[src/rtl/plm_map.svh]
// register map, field positions, reset values and limits of the position loop monitor
`ifndef PLM_MAP_SVH
`define PLM_MAP_SVH

// ****************************************
// register indices
// ****************************************
`define PLM_ADDR_CTRL 5'h00
`define PLM_ADDR_WIDTH 5'h01
`define PLM_ADDR_LEVEL 5'h02
`define PLM_ADDR_KP 5'h03
`define PLM_ADDR_FFGAIN 5'h04
`define PLM_ADDR_FFFILT 5'h05
`define PLM_ADDR_STATUS 5'h06
`define PLM_ADDR_DROOP 5'h07
`define PLM_ADDR_INT_STAT 5'h08
`define PLM_ADDR_INT_MASK 5'h09
`define PLM_ADDR_SPEED 5'h0A
`define PLM_ADDR_TERM_BASE 5'h10
`define PLM_ADDR_TERM_LAST 5'h16

// ****************************************
// field positions
// ****************************************
`define PLM_CTRL_PANEL 0
`define PLM_CTRL_CLEAR 1
`define PLM_STAT_INPOS 0
`define PLM_STAT_FAULT 1
`define PLM_STAT_DRIVE 2
`define PLM_INT_FAULT 0
`define PLM_INT_INPOS 1

// ****************************************
// reset values and limits
// ****************************************
`define PLM_WIDTH_RESET 32'h0000_0064
`define PLM_WIDTH_MAX 32'h0000_7FFF
`define PLM_LEVEL_RESET 32'h0000_0028
`define PLM_LEVEL_MAX 32'h0000_0190
`define PLM_LEVEL_OFF 32'h0000_270F
`define PLM_PANEL_MAX 32'h0000_270F
`define PLM_KP_RESET 32'h0000_0019
`define PLM_KP_MAX 32'h0000_0096
`define PLM_FFGAIN_RESET 32'h0000_0000
`define PLM_FFGAIN_MAX 32'h0000_0064
`define PLM_FFFILT_RESET 32'h0000_0000
`define PLM_FFFILT_MAX 32'h0000_000F
`define PLM_CODE_POS 8'h24
`define PLM_CODE_NEG 8'h88
`define PLM_CODE_RESET 8'h00
`define PLM_TERM_COUNT 7
`define PLM_FF_SHIFT 16
`define PLM_PCT_MUL 12'h51F
`define PLM_PCT_SHIFT 17

`endif

[src/rtl/plm_pkg.sv]
// types shared by the position loop monitor modules
package plm_pkg;
	typedef logic signed [31:0] plm_droop_t;
	typedef enum logic [0:0] {
		PLM_RUN = 1'b0,
		PLM_TRIPPED = 1'b1
	} plm_state_t;
endpackage : plm_pkg

[src/rtl/plm_lag_filter.sv]
// first-order lag filter, time constant set as a power-of-two shift
module plm_lag_filter import plm_pkg::*; (
	input wire logic clk_sys,
	input wire logic rst,
	input wire logic ce,
	input wire logic [3:0] shift,
	input wire logic signed [31:0] x,
	output logic signed [31:0] y
);
	// shift keeps it multiplier-free; the time constant is 2^shift cycles
	wire signed [32:0] diff = 33'(x) - 33'(y);
	wire signed [32:0] step = diff >>> shift;
	wire signed [31:0] next_y = y + step[31:0];
	always_ff @(posedge clk_sys or posedge rst) begin
		if (rst) begin
			y <= 32'sh0000_0000;
		end else if (ce) begin
			y <= next_y;
		end
	end
endmodule : plm_lag_filter

[src/rtl/plm_quad_decoder.sv]
// encoder pin synchroniser and x4 quadrature decoder
module plm_quad_decoder import plm_pkg::*; (
	input wire logic clk_sys,
	input wire logic rst,
	input wire logic ce,
	input wire logic enc_a,
	input wire logic enc_b,
	output logic fb_up,
	output logic fb_down
);
	// ****************************************
	// two-stage synchroniser
	// ****************************************
	logic [1:0] sync1;
	logic [1:0] sync2;
	logic [1:0] prev;
	always_ff @(posedge clk_sys or posedge rst) begin
		if (rst) begin
			sync1 <= 2'h0;
			sync2 <= 2'h0;
			prev <= 2'h0;
		end else if (ce) begin
			sync1 <= {enc_a, enc_b};
			sync2 <= sync1;
			prev <= sync2;
		end
	end

	// ****************************************
	// decode; a double step is an illegal jump and is dropped
	// ****************************************
	wire [3:0] trans = {prev, sync2};
	wire next_up = (trans == 4'h2) || (trans == 4'hB) || (trans == 4'hD) || (trans == 4'h4);
	wire next_down = (trans == 4'h1) || (trans == 4'h7) || (trans == 4'hE) || (trans == 4'h8);
	always_ff @(posedge clk_sys or posedge rst) begin
		if (rst) begin
			fb_up <= 1'b0;
			fb_down <= 1'b0;
		end else if (ce) begin
			fb_up <= next_up;
			fb_down <= next_down;
		end
	end
endmodule : plm_quad_decoder

[src/rtl/plm_top.sv]
// position loop monitor: deviation counter, in-position and fault checks, gain stage
//
// Our own choices: the strobed register port and the address map.
`include "plm_map.svh"

module plm_top import plm_pkg::*; (
	input wire logic clk_sys,
	input wire logic rst,
	input wire logic ce,
	input wire logic cmd_pulse,
	input wire logic cmd_dir,
	input wire logic enc_a,
	input wire logic enc_b,
	input wire logic [4:0] addr,
	input wire logic [31:0] wdata,
	input wire logic wr,
	input wire logic rd,
	output logic [31:0] rdata,
	output logic in_position_flag,
	output logic position_deviation_fault,
	output logic drive_enable,
	output logic signed [31:0] speed_cmd,
	output logic [6:0] out_terminal,
	output logic irq
);
	// ****************************************
	// helpers
	// ****************************************
	function automatic logic [31:0] panel_limit(input logic panel, input logic [31:0] v);
		panel_limit = (panel && (v > `PLM_PANEL_MAX)) ? `PLM_PANEL_MAX : v;
	endfunction : panel_limit

	function automatic logic wr_hit(input logic w, input logic [4:0] a, input logic [4:0] target);
		wr_hit = w && (a == target);
	endfunction : wr_hit

	// ****************************************
	// registers
	// ****************************************
	logic panel_mode;
	logic [31:0] in_position_width_setting;
	logic [31:0] excess_error_level_setting;
	logic [31:0] position_loop_gain_setting;
	logic [31:0] feed_forward_gain_setting;
	logic [31:0] feed_forward_filter_setting;
	logic [7:0] output_terminal_function_codes [0:6];
	logic [1:0] int_stat;
	logic [1:0] int_mask;
	plm_droop_t droop;
	plm_state_t state;

	// ****************************************
	// command pin synchroniser and edge detect
	// ****************************************
	logic cmd_s1;
	logic cmd_s2;
	logic cmd_s3;
	logic dir_s1;
	logic dir_s2;
	always_ff @(posedge clk_sys or posedge rst) begin
		if (rst) begin
			cmd_s1 <= 1'b0;
			cmd_s2 <= 1'b0;
			cmd_s3 <= 1'b0;
			dir_s1 <= 1'b0;
			dir_s2 <= 1'b0;
		end else if (ce) begin
			cmd_s1 <= cmd_pulse;
			cmd_s2 <= cmd_s1;
			cmd_s3 <= cmd_s2;
			dir_s1 <= cmd_dir;
			dir_s2 <= dir_s1;
		end
	end
	wire cmd_edge = cmd_s2 && !cmd_s3;
	wire cmd_fwd = cmd_edge && !dir_s2;
	wire cmd_rev = cmd_edge && dir_s2;

	logic fb_up;
	logic fb_down;
	plm_quad_decoder u_quad (
		.clk_sys(clk_sys),
		.rst(rst),
		.ce(ce),
		.enc_a(enc_a),
		.enc_b(enc_b),
		.fb_up(fb_up),
		.fb_down(fb_down)
	);

	// ****************************************
	// write decode
	// ****************************************
	wire wr_ctrl = wr_hit(wr, addr, `PLM_ADDR_CTRL);
	wire wr_width = wr_hit(wr, addr, `PLM_ADDR_WIDTH);
	wire wr_level = wr_hit(wr, addr, `PLM_ADDR_LEVEL);
	wire wr_kp = wr_hit(wr, addr, `PLM_ADDR_KP);
	wire wr_ffgain = wr_hit(wr, addr, `PLM_ADDR_FFGAIN);
	wire wr_fffilt = wr_hit(wr, addr, `PLM_ADDR_FFFILT);
	wire wr_istat = wr_hit(wr, addr, `PLM_ADDR_INT_STAT);
	wire wr_imask = wr_hit(wr, addr, `PLM_ADDR_INT_MASK);
	wire clear_req = wr_ctrl && wdata[`PLM_CTRL_CLEAR];
	wire [31:0] width_val = panel_limit(panel_mode, wdata);
	wire [31:0] level_val = panel_limit(panel_mode, wdata);
	// writes out of range after the panel clamp are ignored, the old setting stays
	wire width_ok = width_val <= `PLM_WIDTH_MAX;
	wire level_ok = (level_val <= `PLM_LEVEL_MAX) || (level_val == `PLM_LEVEL_OFF);
	wire kp_ok = wdata <= `PLM_KP_MAX;
	wire ffgain_ok = wdata <= `PLM_FFGAIN_MAX;
	wire fffilt_ok = wdata <= `PLM_FFFILT_MAX;

	always_ff @(posedge clk_sys or posedge rst) begin
		if (rst) begin
			panel_mode <= 1'b0;
			in_position_width_setting <= `PLM_WIDTH_RESET;
			excess_error_level_setting <= `PLM_LEVEL_RESET;
			position_loop_gain_setting <= `PLM_KP_RESET;
			feed_forward_gain_setting <= `PLM_FFGAIN_RESET;
			feed_forward_filter_setting <= `PLM_FFFILT_RESET;
			int_mask <= 2'h0;
		end else if (ce) begin
			if (wr_ctrl) begin
				panel_mode <= wdata[`PLM_CTRL_PANEL];
			end
			if (wr_width && width_ok) begin
				in_position_width_setting <= width_val;
			end
			if (wr_level && level_ok) begin
				excess_error_level_setting <= level_val;
			end
			if (wr_kp && kp_ok) begin
				position_loop_gain_setting <= wdata;
			end
			if (wr_ffgain && ffgain_ok) begin
				feed_forward_gain_setting <= wdata;
			end
			if (wr_fffilt && fffilt_ok) begin
				feed_forward_filter_setting <= wdata;
			end
			if (wr_imask) begin
				int_mask <= wdata[1:0];
			end
		end
	end

	generate
		for (genvar t = 0; t < `PLM_TERM_COUNT; t++) begin : g_code
			wire wr_code = wr_hit(wr, addr, 5'(`PLM_ADDR_TERM_BASE + t));
			always_ff @(posedge clk_sys or posedge rst) begin
				if (rst) begin
					output_terminal_function_codes[t] <= `PLM_CODE_RESET;
				end else if (ce && wr_code) begin
					output_terminal_function_codes[t] <= wdata[7:0];
				end
			end
		end
	endgenerate

	// ****************************************
	// deviation counter
	// ****************************************
	wire signed [1:0] cmd_step = cmd_fwd ? 2'sh1 : (cmd_rev ? -2'sh1 : 2'sh0);
	wire signed [1:0] fb_step = fb_up ? 2'sh1 : (fb_down ? -2'sh1 : 2'sh0);
	wire plm_droop_t next_droop = droop + 32'(cmd_step) - 32'(fb_step);
	always_ff @(posedge clk_sys or posedge rst) begin
		if (rst) begin
			droop <= 32'sh0000_0000;
		end else if (ce) begin
			droop <= clear_req ? 32'sh0000_0000 : next_droop;
		end
	end
	wire [31:0] droop_abs = droop[31] ? 32'(-droop) : 32'(droop);

	// ****************************************
	// in-position and fault
	// ****************************************
	wire next_in_pos = droop_abs < in_position_width_setting;
	wire level_off = excess_error_level_setting == `PLM_LEVEL_OFF;
	wire over_level = !level_off && (droop_abs > excess_error_level_setting);
	// the trip beats a clear in the same cycle, so a live fault is never lost
	plm_state_t next_state;
	always_comb begin
		next_state = state;
		unique case (state)
			PLM_RUN: begin
				if (over_level) begin
					next_state = PLM_TRIPPED;
				end
			end
			PLM_TRIPPED: begin
				if (clear_req && !over_level) begin
					next_state = PLM_RUN;
				end
			end
		endcase
	end
	always_ff @(posedge clk_sys or posedge rst) begin
		if (rst) begin
			state <= PLM_RUN;
			in_position_flag <= 1'b0;
			position_deviation_fault <= 1'b0;
			drive_enable <= 1'b0;
		end else if (ce) begin
			state <= next_state;
			in_position_flag <= next_in_pos;
			position_deviation_fault <= next_state == PLM_TRIPPED;
			drive_enable <= next_state == PLM_RUN;
		end
	end

	// ****************************************
	// output terminal routing
	// ****************************************
	logic [6:0] next_term;
	always_comb begin
		for (int t = 0; t < `PLM_TERM_COUNT; t++) begin
			next_term[t] = ((output_terminal_function_codes[t] == `PLM_CODE_POS) && next_in_pos) ||
				((output_terminal_function_codes[t] == `PLM_CODE_NEG) && !next_in_pos);
		end
	end
	always_ff @(posedge clk_sys or posedge rst) begin
		if (rst) begin
			out_terminal <= 7'h00;
		end else if (ce) begin
			out_terminal <= next_term;
		end
	end

	// ****************************************
	// gain stage: kp * droop + filtered feed-forward
	// ****************************************
	// command rate estimate: each pulse is a step of 2^16, smoothed by the lag
	wire signed [31:0] ff_in = 32'(cmd_step) <<< `PLM_FF_SHIFT;
	logic signed [31:0] ff_filt;
	plm_lag_filter u_ff (
		.clk_sys(clk_sys),
		.rst(rst),
		.ce(ce),
		.shift(feed_forward_filter_setting[3:0]),
		.x(ff_in),
		.y(ff_filt)
	);
	// percent scaling by 1311/2^17 avoids a divider; error about 0.02 %
	wire signed [63:0] ff_prod = 64'(ff_filt) * 64'(signed'({1'b0, feed_forward_gain_setting[6:0]})) *
		64'(signed'({1'b0, `PLM_PCT_MUL}));
	wire signed [63:0] ff_term = ff_prod >>> `PLM_PCT_SHIFT;
	wire signed [63:0] kp_term = 64'(droop) * 64'(signed'({1'b0, position_loop_gain_setting[7:0]}));
	wire signed [63:0] speed_sum = kp_term + ff_term;
	always_ff @(posedge clk_sys or posedge rst) begin
		if (rst) begin
			speed_cmd <= 32'sh0000_0000;
		end else if (ce) begin
			speed_cmd <= (next_state == PLM_TRIPPED) ? 32'sh0000_0000 : speed_sum[31:0];
		end
	end

	// ****************************************
	// interrupts
	// ****************************************
	logic in_pos_prev;
	wire [1:0] events = {next_in_pos && !in_pos_prev, over_level && (state == PLM_RUN)};
	wire [1:0] w1c = wr_istat ? wdata[1:0] : 2'h0;
	always_ff @(posedge clk_sys or posedge rst) begin
		if (rst) begin
			in_pos_prev <= 1'b0;
			int_stat <= 2'h0;
			irq <= 1'b0;
		end else if (ce) begin
			in_pos_prev <= next_in_pos;
			int_stat <= (int_stat & ~w1c) | events;
			irq <= |(((int_stat & ~w1c) | events) & int_mask);
		end
	end

	// ****************************************
	// read path
	// ****************************************
	wire [4:0] term_idx = addr - `PLM_ADDR_TERM_BASE;
	wire term_hit = (addr >= `PLM_ADDR_TERM_BASE) && (addr <= `PLM_ADDR_TERM_LAST);
	logic [31:0] next_rdata;
	always_comb begin
		next_rdata = 32'h0000_0000;
		if (term_hit) begin
			next_rdata = {24'h00_0000, output_terminal_function_codes[term_idx[2:0]]};
		end else begin
			case (addr)
				`PLM_ADDR_CTRL: next_rdata = {31'h0000_0000, panel_mode};
				`PLM_ADDR_WIDTH: next_rdata = in_position_width_setting;
				`PLM_ADDR_LEVEL: next_rdata = excess_error_level_setting;
				`PLM_ADDR_KP: next_rdata = position_loop_gain_setting;
				`PLM_ADDR_FFGAIN: next_rdata = feed_forward_gain_setting;
				`PLM_ADDR_FFFILT: next_rdata = feed_forward_filter_setting;
				`PLM_ADDR_STATUS: next_rdata = {29'h0000_0000, drive_enable, position_deviation_fault,
					in_position_flag};
				`PLM_ADDR_DROOP: next_rdata = droop;
				`PLM_ADDR_INT_STAT: next_rdata = {30'h0000_0000, int_stat};
				`PLM_ADDR_INT_MASK: next_rdata = {30'h0000_0000, int_mask};
				`PLM_ADDR_SPEED: next_rdata = speed_cmd;
				default: next_rdata = 32'h0000_0000;
			endcase
		end
	end
	// read data stands only in the cycle after the strobe
	always_ff @(posedge clk_sys or posedge rst) begin
		if (rst) begin
			rdata <= 32'h0000_0000;
		end else if (ce) begin
			rdata <= rd ? next_rdata : 32'h0000_0000;
		end
	end
endmodule : plm_top

[config.mk]
export PLATFORM = sky130hd
export DESIGN_NAME = plm_top
export DESIGN_NICKNAME = d
export VERILOG_FILES = /design/src/rtl/plm_pkg.sv /design/src/rtl/plm_lag_filter.sv /design/src/rtl/plm_quad_decoder.sv /design/src/rtl/plm_top.sv
export VERILOG_INCLUDE_DIRS = /design/src /design/src/rtl
export SDC_FILE = /design/constraint.sdc
export NUM_CORES = 2
export LEC_CHECK = 0
export BUFFER_PORTS_ARGS = -buffer_cell sky130_fd_sc_hd__buf_2
export CORE_UTILIZATION = 45
export CTS_CLUSTER_DIAMETER = 200
export DETAILED_ROUTE_END_ITERATION = 8
export PLACE_DENSITY = 0.58
export SYNTH_ARGS = -nofsm -noshare
export SYNTH_HDL_FRONTEND = slang
export SYNTH_SLANG_ARGS = --single-unit
export TNS_END_PERCENT = 10
[constraint.sdc]
create_clock -name clk_sys -period 20.8 [get_ports clk_sys]
set_input_delay 1.04 -clock clk_sys [delete_from_list [all_inputs] [get_ports clk_sys]]
set_output_delay 1.04 -clock clk_sys [all_outputs]
set_load 0.1 [all_outputs]
==> qor.yml <==
p_leak_nw: 27.1
synthAdderAreaFrac_pct: 35.0
initial_utilization_pct: 45.6
hold_viol_final: 0
drive_gt1_share_pct: 8.32
post_cts_buffers: 0
clock_latency_ps: 690
cts_sinks: 373
fp.dieH_um: 329
synth-seq-cells: 373
ant_nets: 0
critical_path_class: "flop to flop"
grt_use_total_pct: 25.4
slew_headroom_pct: 18.0
yosys.area_share.simple_pct: 14.7
ctsResizeCount: 0
cpLargestDelayFamily: "adder cells"
status: "finished, final reports clean"
tritoncts: "built"
synth_top_flop_cell: "dfrtp_1"
cts_root_buf: "clkbuf_16"
vias_per_cell: 5.47
setup_viol: 0
intPower_w: 0.00242
cts_max_level: 2
cts_buffers: 47
core_area_um2: 106000
worstMarginPinSlew_ps: 1230
max-vdd-ir-drop_v: 0.000127
syn_inst: 5240
ys_async_sr_fraction_pct: 100
synth_top_family_by_area: "adder cells"
synth_mux_area_share_pct: 4.46
yosysSeqAreaShare_pct: 19.4
grt_max_degree: 119
gp_congestion: 0.908
critPathMaxStageDelay_ps: 1160
synth_edf_count: 0
worstPathRequired_ps: 21310
vias: 36400
powerDensity_nw_per_um2: 86.8
grt-ovfl-total: 0
drt-wirelength-per-cell_um: 20.2
switching_share_pct: 46.2
num_rows: 119
final_util_pct: 49.0
crit_arrival_ps: 14650
cts_buffer_depth: 3
crit_fanout: 34
ioPinCount: 121
synthesis.nets: 6300
drtIter0Drc: 2482
largest_register_ffs: 56
critPathCaptureType: "flop"
cts_hold_buf: 0
fin_crit_ps: 14130
syn_area_um2: 48200
synth_xor_area_share_pct: 4.75
fin_nets: 6297
hold_path_class: "flop to flop"
place_hpwl_um: 105000
period_share_pct: 68.0
cp_num_buf_inv: 7
crit_slowest_cell: "dfrtp_1"
firstDrtPassIters: 6
p_sw_w: 0.00208
drc: 0
die_x_um: 329
rsz0062_at_grt: "false"
clk_pin_slew_ps: 70
fin_tns_setup_ps: 0
grt_pass1_wl_um: 215000
clock.fmax_mhz: 70.7
slew_viol_final: 0
grt_pass1_vias: 37400
synth_compound_area_share_pct: 12.9
top_register: "output_terminal_function_codes"
cp-start-kind: "flop"
grt_antenna_before_repair: 5
drv_cap: 0
cpMostUsedCell: "fa_1"
p_seq_share_pct: 24.9
dieArea_um2: 108000
syn2layout_area_growth_pct: 7.50
finalClockSkew_ps: 72.6
power_frac_clock_pct: 19.6
syn_avg_cell_area_um2: 9.19
synth-warning-count: 0
yosysUniqueCellTypes: 86
io_buffers: 120
combPwrFrac_pct: 55.4
drt_wl_total_um: 135000
==> final cells by class <==
type	instances	area, µm²
Antenna cell	1	2.50
Clock buffer	66	1360
Clock inverter	21	315
Fill cell	10000	53900
Inverter	905	3410
Multi-Input combinational cell	3740	34600
Sequential cell	373	9340
Tap cell	1391	1740
Timing Repair Buffer	170	978
==> power groups by stage <==
stage | sequential, W | clock, W | combinational [W]
after floorplan | 0.000939 | 0 | 0.00203
after global placement | 0.00113 | 0 | 0.00243
after detailed placement | 0.00113 | 0 | 0.00245
after CTS | 0.00112 | 0.000901 | 0.00247
after global routing | 0.00114 | 0.000931 | 0.00280
final | 0.00112 | 0.000883 | 0.00249
==> kinds of logic after synthesis <==
group	count (synthesis)
adders and majority gates	1017
buffers and inverters	1127
DFF	373
muxes	183
xor gates and xnor gates	261
and+or+nand+nor	1341
AOI/OAI and AO/OA	938
==> per-stage QoR <==
step / setup slack [ps] / hold slack, ps / area (µm²) / std cells / power [W]
final: 6670 / 474 / 51800 / 6667 / 0.00450
after global routing: 5860 / 492 / 51800 / 6666 / 0.00488
after CTS: 6710 / 477 / 51800 / 6666 / 0.00449
after detailed placement: 6780 / 463 / 50100 / 6579 / 0.00359
after global placement: 7050 / 458 / 50100 / 6579 / 0.00356
after floorplan: 8490 / 449 / 48200 / 5240 / 0.00297
==> cell usage after synthesis, types with 14 or more instances <==
master / number / area share [%]
or2_2: 21 / 0.27
mux2_2: 111 / 2.6
a211oi_1: 20 / 0.31
fa_1: 553 / 23
o31ai_1: 19 / 0.30
nor4bb_1: 15 / 0.31
clkbuf_1: 203 / 1.6
xnor2_1: 188 / 3.4
inv_1: 901 / 7.0
o21ai_0: 190 / 2.0
ha_1: 461 / 12
o211ai_1: 26 / 0.41
nand2b_1: 31 / 0.40
o21a_1: 40 / 0.62
mux2i_1: 58 / 1.2
or3_1: 19 / 0.25
nand4_1: 45 / 0.58
a222oi_1: 20 / 0.42
o22ai_1: 35 / 0.45
nor2b_1: 31 / 0.40
buf_1: 15 / 0.12
nand3_1: 63 / 0.65
and3_1: 25 / 0.32
and2_1: 450 / 5.8
nor3_1: 58 / 0.60
a21oi_1: 207 / 2.2
mux4_2: 14 / 0.65
xor2_1: 73 / 1.3
nor4_1: 23 / 0.30
nor2_1: 178 / 1.4
a22o_1: 14 / 0.25
nand2_1: 344 / 2.7
a21o_1: 110 / 1.7
a22oi_1: 64 / 1.0
a31oi_1: 39 / 0.51
dfrtp_1: 365 / 19
o21bai_1: 25 / 0.39
o2bb2ai_1: 36 / 0.65
==> final timing paths <==
check	from	cells past startpoint	slack (ps)	endpoint
worst max-delay path	feed_forward_gain_setting[2]	49	6670	speed_cmd[28]
worst min-delay path	rdata[17]	1	470	rdata[17]
worst max register to register	feed_forward_gain_setting[2]	49	6670	speed_cmd[28]
worst min register to register	rdata[17]	1	470	rdata[17]
max in group asynchronous	rst	4	17930	position_loop_gain_setting[21]
min in group asynchronous	rst	2	500	output_terminal_function_codes[42]
==> per-layer routing <==
layer | GRT usage (%) | part of all wire (%)
met1 | 34.9 | 45
met2 | 41.5 | 47
met3 | 3.73 | 5.0
met4 | 7.55 | 3.0
met5 | 0 | 0
==> placed cells by master (no fill, tap or decap), types with 111 or more instances in the layout <==
cell type	count
fa_1	553
dfrtp_1	365
nor2_1	172
nand2_1	343
and2_1	450
ha_1	461
o21ai_0	190
mux2_2	111
a21oi_1	207
inv_1	899
xnor2_1	187
buf_2	119
Power figures use the tool's default switching activity.
